## src/common/latch_port_pkg.sv

```systemverilog
// Constants shared by the serial latch load port and its lock detector
package latch_port_pkg;
    // ---------------------------------------------------------------
    // Word and latch layout
    // ---------------------------------------------------------------
    localparam int WORD_W = 24;
    localparam int SEL_LSB = 0;
    localparam int SEL_W = 2;
    localparam logic [1:0] SEL_CONTROL = 2'h0;
    localparam logic [1:0] SEL_REF_DIV = 2'h1;
    localparam logic [1:0] SEL_FB_DIV = 2'h2;
    localparam logic [1:0] SEL_TEST = 2'h3;
    localparam logic [23:0] LATCH_RESET = 24'h000000;
    // Control latch fields
    localparam int PD1_BIT = 20;
    localparam int PD2_BIT = 21;
    localparam int PUMP_TRI_BIT = 11;
    localparam int MON_LSB = 5;
    localparam int MON_W = 3;
    // Reference divider latch field
    localparam int LOCK_PRECISION_BIT = 18;
    // ---------------------------------------------------------------
    // Monitor source codes
    // ---------------------------------------------------------------
    localparam logic [2:0] MON_LOW = 3'h0;
    localparam logic [2:0] MON_LOCK = 3'h1;
    localparam logic [2:0] MON_FB_DIV = 3'h2;
    localparam logic [2:0] MON_REF_DIV = 3'h4;
    // ---------------------------------------------------------------
    // Lock detect thresholds and counts
    // ---------------------------------------------------------------
    localparam int ERR_W = 8;
    localparam logic [7:0] LOCK_ERR_NS = 8'h0F;
    localparam logic [7:0] UNLOCK_ERR_NS = 8'h19;
    localparam logic [2:0] LOCK_COUNT_STD = 3'h3;
    localparam logic [2:0] LOCK_COUNT_PREC = 3'h5;
endpackage

```

## src/common/lock_if.sv

```systemverilog
// Carries phase detector results to the lock detector and lock state back
`timescale 1ns/100ps
interface lock_if;
    logic cycle;
    logic [7:0] phase_err_ns;
    logic precision;
    logic enable;
    logic locked;
    modport port_side (output cycle, output phase_err_ns, output precision, output enable,
        input locked);
    modport detector (input cycle, input phase_err_ns, input precision, input enable,
        output locked);
endinterface

```

## src/hw/lock_detector.sv

```systemverilog
// Digital lock detector counting consecutive good phase detector cycles
`timescale 1ns/100ps
module lock_detector
(
    // Clock and reset
    input wire logic clk_in,
    input wire logic rst_b_in,
    // Detector link
    lock_if.detector lk
);
    logic [2:0] good_count;
    logic [2:0] needed;
    logic locked;

    assign needed = lk.precision ? latch_port_pkg::LOCK_COUNT_PREC
                                 : latch_port_pkg::LOCK_COUNT_STD;
    assign lk.locked = locked;

    // Count clean cycles; any cycle above the loose limit drops lock
    always_ff @(posedge clk_in or negedge rst_b_in)
    begin
        if (!rst_b_in)
        begin
            good_count <= 3'h0;
            locked <= 1'b0;
        end
        else if (!lk.enable)
        begin
            good_count <= 3'h0;
            locked <= 1'b0;
        end
        else if (lk.cycle)
        begin
            if (locked)
            begin
                if (lk.phase_err_ns > latch_port_pkg::UNLOCK_ERR_NS)
                begin
                    locked <= 1'b0;
                    good_count <= 3'h0;
                end
            end
            else if (lk.phase_err_ns < latch_port_pkg::LOCK_ERR_NS)
            begin
                good_count <= good_count + 3'h1;
                if (good_count + 3'h1 >= needed)
                begin
                    locked <= 1'b1;
                end
            end
            else
            begin
                good_count <= 3'h0;
            end
        end
    end
endmodule // lock_detector

```

## src/hw/serial_latch_load_port.sv

```systemverilog
// Three-wire serial programming port with latch load, power and monitor logic
`timescale 1ns/100ps
module serial_latch_load_port
(
    // Clock and reset
    input wire logic clk_in,
    input wire logic rst_b_in,
    // Serial pins
    input wire logic serial_clock_in,
    input wire logic serial_data_in,
    input wire logic word_load_strobe_in,
    input wire logic chip_enable_in,
    // Analog side status
    input wire logic pfd_cycle_in,
    input wire logic [7:0] phase_err_ns_in,
    input wire logic fb_div_in,
    input wire logic ref_div_in,
    // Latches
    output logic [23:0] control_latch_out,
    output logic [23:0] ref_div_latch_out,
    output logic [23:0] fb_div_latch_out,
    output logic [23:0] test_latch_out,
    // Power and monitor
    output logic powered_up_out,
    output logic pump_output_en_out,
    output logic lock_detect_out,
    output logic monitor_output_out
);
    // ---------------------------------------------------------------
    // Pin synchronisers
    // ---------------------------------------------------------------
    logic [3:0] sync_a;
    logic [3:0] sync_b;
    logic sclk_prev;
    logic load_prev;
    logic sclk_rise;
    logic load_rise;
    logic [23:0] shift;

    // Two flops per pin; pins are asynchronous to clk_in
    always_ff @(posedge clk_in or negedge rst_b_in)
    begin
        if (!rst_b_in)
        begin
            sync_a <= 4'h0;
            sync_b <= 4'h0;
        end
        else
        begin
            sync_a <= {chip_enable_in, word_load_strobe_in, serial_data_in, serial_clock_in};
            sync_b <= sync_a;
        end
    end

    // Edge history, fed only from the second stage
    always_ff @(posedge clk_in or negedge rst_b_in)
    begin
        if (!rst_b_in)
        begin
            sclk_prev <= 1'b0;
            load_prev <= 1'b0;
        end
        else
        begin
            sclk_prev <= sync_b[0];
            load_prev <= sync_b[2];
        end
    end

    assign sclk_rise = sync_b[0] && !sclk_prev;
    assign load_rise = sync_b[2] && !load_prev;

    // ---------------------------------------------------------------
    // Shift register and latches
    // ---------------------------------------------------------------
    // MSB first: newest bit enters at bit 0, so the select lands in bits 1:0
    always_ff @(posedge clk_in or negedge rst_b_in)
    begin
        if (!rst_b_in)
        begin
            shift <= latch_port_pkg::LATCH_RESET;
        end
        else if (sclk_rise)
        begin
            shift <= {shift[22:0], sync_b[1]};
        end
    end

    // Only a load edge writes; shifting never disturbs the latches
    always_ff @(posedge clk_in or negedge rst_b_in)
    begin
        if (!rst_b_in)
        begin
            control_latch_out <= latch_port_pkg::LATCH_RESET;
            ref_div_latch_out <= latch_port_pkg::LATCH_RESET;
            fb_div_latch_out <= latch_port_pkg::LATCH_RESET;
            test_latch_out <= latch_port_pkg::LATCH_RESET;
        end
        else if (load_rise)
        begin
            unique case (shift[1:0])
                latch_port_pkg::SEL_CONTROL: control_latch_out <= shift;
                latch_port_pkg::SEL_REF_DIV: ref_div_latch_out <= shift;
                latch_port_pkg::SEL_FB_DIV: fb_div_latch_out <= shift;
                latch_port_pkg::SEL_TEST: test_latch_out <= shift; // Factory use only
            endcase
        end
    end

    // ---------------------------------------------------------------
    // Power control
    // ---------------------------------------------------------------
    logic next_powered;
    assign next_powered = sync_b[3] && !control_latch_out[latch_port_pkg::PD1_BIT]
                          && !control_latch_out[latch_port_pkg::PD2_BIT];

    // Pump three-states whenever the part is down or software asks for it
    always_ff @(posedge clk_in or negedge rst_b_in)
    begin
        if (!rst_b_in)
        begin
            powered_up_out <= 1'b0;
            pump_output_en_out <= 1'b0;
        end
        else
        begin
            powered_up_out <= next_powered;
            pump_output_en_out <= next_powered
                && !control_latch_out[latch_port_pkg::PUMP_TRI_BIT];
        end
    end

    // ---------------------------------------------------------------
    // Lock detect and monitor
    // ---------------------------------------------------------------
    lock_if lk ();
    assign lk.cycle = pfd_cycle_in;
    assign lk.phase_err_ns = phase_err_ns_in;
    assign lk.precision = ref_div_latch_out[latch_port_pkg::LOCK_PRECISION_BIT];
    assign lk.enable = next_powered;

    lock_detector u_lock
    (
        .clk_in(clk_in),
        .rst_b_in(rst_b_in),
        .lk(lk)
    );

    logic [2:0] mon_sel;
    logic next_monitor;
    assign mon_sel = control_latch_out[latch_port_pkg::MON_LSB +: latch_port_pkg::MON_W];

    // Unlisted codes drive low rather than float
    always_comb
    begin
        case (mon_sel)
            latch_port_pkg::MON_LOCK: next_monitor = lk.locked;
            latch_port_pkg::MON_FB_DIV: next_monitor = fb_div_in;
            latch_port_pkg::MON_REF_DIV: next_monitor = ref_div_in;
            default: next_monitor = 1'b0;
        endcase
    end

    // Registered for a glitch-free pin, at one cycle of latency
    always_ff @(posedge clk_in or negedge rst_b_in)
    begin
        if (!rst_b_in)
        begin
            monitor_output_out <= 1'b0;
            lock_detect_out <= 1'b0;
        end
        else
        begin
            monitor_output_out <= next_monitor;
            lock_detect_out <= lk.locked;
        end
    end
endmodule // serial_latch_load_port

```

## config.mk

```make
export PLATFORM = sky130hd
export DESIGN_NAME = serial_latch_load_port
export DESIGN_NICKNAME = d
export VERILOG_FILES = /design/src/common/latch_port_pkg.sv /design/src/common/lock_if.sv /design/src/hw/lock_detector.sv /design/src/hw/serial_latch_load_port.sv
export SDC_FILE = /design/constraint.sdc
export NUM_CORES = 1
export LEC_CHECK = 0
export BUFFER_PORTS_ARGS = -buffer_cell sky130_fd_sc_hd__buf_2
export CAP_MARGIN = 25
export CORE_MARGIN = 2
export CORE_UTILIZATION = 55
export DETAILED_ROUTE_END_ITERATION = 10
export GPL_TIMING_DRIVEN = 0
export PLACE_DENSITY_LB_ADDON = 0.3
export SLEW_MARGIN = 5
export SYNTH_ARGS = -nofsm -noshare
export SYNTH_HDL_FRONTEND = slang
export SYNTH_SLANG_ARGS = --single-unit
```

## constraint.sdc

```tcl
create_clock -name clk_in -period 3.8 [get_ports clk_in]
set_clock_uncertainty 0.1 [all_clocks]
set_input_delay 0.19 -clock clk_in [delete_from_list [all_inputs] [get_ports clk_in]]
set_output_delay 0.19 -clock clk_in [all_outputs]
set_load 0.005 [all_outputs]
```

==> flow_summary.toml <==
[status]
status = "finished clean"

[route]
avgRoutedWirePerCell_um = 17.3
drc = 0
totalWireLength_um = 10400
ant_nets = 0
num_vias = 3083
drtIter0Drc = 110
viasPerCell = 5.12
dr.pass1.iters = 4

[min_path]
hold_start = "phase_err_ns_in[5]"
hold_class = "primary input to flop"
whs_path_depth = 5
holdPathEnd = "u_lock.good_count[0]"

[timing]
rsz0062_at_grt = "false"
period_share = 0.509
fin_ws_ns = 1.86
fin_crit_ns = 1.94
relSlewSlack = 0.576
fmax_mhz = 517
setup_viol_count_final = 0
slew_violations = 0
tns_ns = 0
final_hold_viol_count = 0
worstMarginPinSlew_ns = 0.635

[yosys]
synth_area_mm2 = 0.00531
async_flop_share = 1.00
syn_avg_cell_area_um2 = 16.8
yosysSeqAreaShare = 0.650
synth_common_cells = "dfrtp_1 (138), mux2_2 (74), mux2_4 (34), buf_6 (8)"
syn_inst = 316
synth_top_family_by_area = "multiplexers"
synth-simple-area-share = 0.0396
ys_ff_latch = 138
synth-xor-area-share = 0.00165
muxShareOfSynthArea = 0.257
synth.largest_area_cell = "dfrtp_1"
synthAdderAreaFrac = 0.00707
syn_nets = 336
ys_top_cells_by_area = "dfrtp_1 (65%), mux2_2 (16%), mux2_4 (9.6%), buf_6 (1.7%), nor2b_1 (0.82%)"
synth_compound_area_frac = 0.0186
ys.flop_type = "dfrtp_1"
synth.most_common_cell = "dfrtp_1"
ys_warn_count = 0
synth_edf_count = 0
yosysTopAreaCellShare = 0.650
ys_types = 34

[critical_path]
cp-end-kind = "flop"
setup.worst_path.start_class = "flop"
r2r_slack_ns = 1.86
required_ns = 4.10
crit_type = "flop to flop"
r2r-start = "u_lock.good_count[0]"
cp_max_fo = 4
worst_ep_arrival_time_ns = 2.23
r2r_end = "u_lock.lk.locked"
reg2reg_depth = 6

[global_routing]
grt_max_degree = 72
antenna_found_initial = 0
track_usage = 0.216
grt_pass1_vias = 3196
grt-ovfl-total = 0
grt_pass1_wl_um = 16900

[layout]
final_cell_area_mm2 = 0.00676
final_cells = 602
areaGrowthSynthToFinish_pct = 27.2
fillers = 645
nets = 480
final_util = 0.728
antenna_cells = 0
drive_above_1_share = 0.581

[floorplan]
initial_core_util = 0.572
row_count = 35
ios = 117
fp.dieH_um = 102
die_area_mm2 = 0.0105
core_mm2 = 0.00928
die_w_um = 102

[placed_design]
numPortBuffers = 116
placedInstanceArea_mm2 = 0.00609
place_ws_ns = 1.88
dp_hpwl_um = 6940
post-place-cells = 562
globalplace.congestion = 0.777

[pwr]
peakVddDrop_uv = 408
powerDensity_mw_per_mm2 = 665
leakagePower_nw = 3.52

[clock_tree]
clock_latency_ns = 0.51
clock_sinks = 138
cts_tree = "done"
cts_buffer_depth = 2
cts_root_buf = "clkbuf_8"
cts_resized = 0
cts_buffers = 17
h-tree-depth = 4
path_clk_slew_ns = 0.06

[flow_run]
maxCapViolCount = 0
-- worst max-delay path by stage --
| stage | from | to | slack [ns] |
|---|---|---|---|
| 6_report | u_lock.good_count[0] | u_lock.lk.locked | 1.86 |
| 5_1_grt | u_lock.good_count[0] | u_lock.lk.locked | 1.79 |
| 4_1_cts | u_lock.good_count[0] | u_lock.lk.locked | 1.87 |
| 3_5_place_dp | u_lock.good_count[0] | u_lock.lk.locked | 1.88 |
| 3_3_place_gp | rst_b_in | fb_div_latch_out[0] | 0.71 |
| 2_1_floorplan | u_lock.good_count[0] | u_lock.lk.locked | 1.99 |
-- metal layers --
layer | part of all wire | GRT usage | vias to the layer above
met5 | 0 | 0 | -
met4 | 0.0060 | 0.0769 | 0
met3 | 0.047 | 0.0561 | 6
met2 | 0.50 | 0.348 | 85
met1 | 0.45 | 0.289 | 1585
li1 | - | - | 1407
-- layout make-up --
| class | instances | area (um^2) | share of cell area |
|---|---|---|---|
| well taps | 129 | 161 | 0.0239 |
| clock buffers | 18 | 418 | 0.0618 |
| clock inverters | 14 | 173 | 0.0256 |
| multi-input cells | 160 | 1720 | 0.255 |
| flip-flops and latches | 138 | 3450 | 0.511 |
| repair buffers | 125 | 694 | 0.103 |
| plain buffers | 14 | 121 | 0.0180 |
| inverters | 4 | 15.0 | 0.00222 |
-- per-stage QoR --
step | hold slack, ns | power (mW)
2_1_floorplan | -0.206 | 2.47
3_3_place_gp | 0.198 | 2.85
3_5_place_dp | 0.137 | 2.90
4_1_cts | 0.0751 | 4.55
5_1_grt | 0.135 | 4.72
6_report | 0.109 | 4.50
-- critical path: stages, from the launching register on --
cell and delay, ns:
dfrtp_1 0.41, ha_1 0.34, ha_1 0.29, nor2b_1 0.13, o21a_1 0.16, o21a_1 0.17, o221a_2 0.22
-- what timing repair did --
action / in CTS / in global routing
hold endpoints to repair: 79 / 0
buffers inserted: 0 / 0
hold buffers: 8 / 0
-- cell families after synthesis --
logic type,after synthesis
buf+inv,18
compound gates,14
flops,138
simple gates,32
fa+ha+maj,3
xor+xnor,1
mux,110
-- registers in the layout, indices dropped and copies added (netlist names) --
name,flops
control_latch_out,24
fb_div_latch_out,24
ref_div_latch_out,24
shift,24
test_latch_out,24
sync_a,4
sync_b,4
u_lock.good_count,3
load_prev,1
lock_detect_out,1
monitor_output_out,1
powered_up_out,1
pump_output_en_out,1
sclk_prev,1
u_lock.lk.locked,1
-- cells in the final DEF, fill, tap and decap left out, drive strengths merged, types with 3 or more instances in the layout --
master,instances
dlygate4sd3,8
nand2,7
ha,3
clkbuf,19
bufinv,3
o21ai,3
dfrtp,138
inv,6
clkinv,4
clkinvlp,5
mux2,110
buf,130
nor2,4
nor2b,7
-- report_power, final --
part | internal, mW | switching [mW] | leakage [nW]
logic | 0.512 | 0.295 | 1.44
clock network | 1.00 | 0.622 | 0.274
registers | 1.80 | 0.265 | 1.80
total | 3.32 | 1.18 | 3.52
Note: power is estimated with default switching activity, not from simulation.
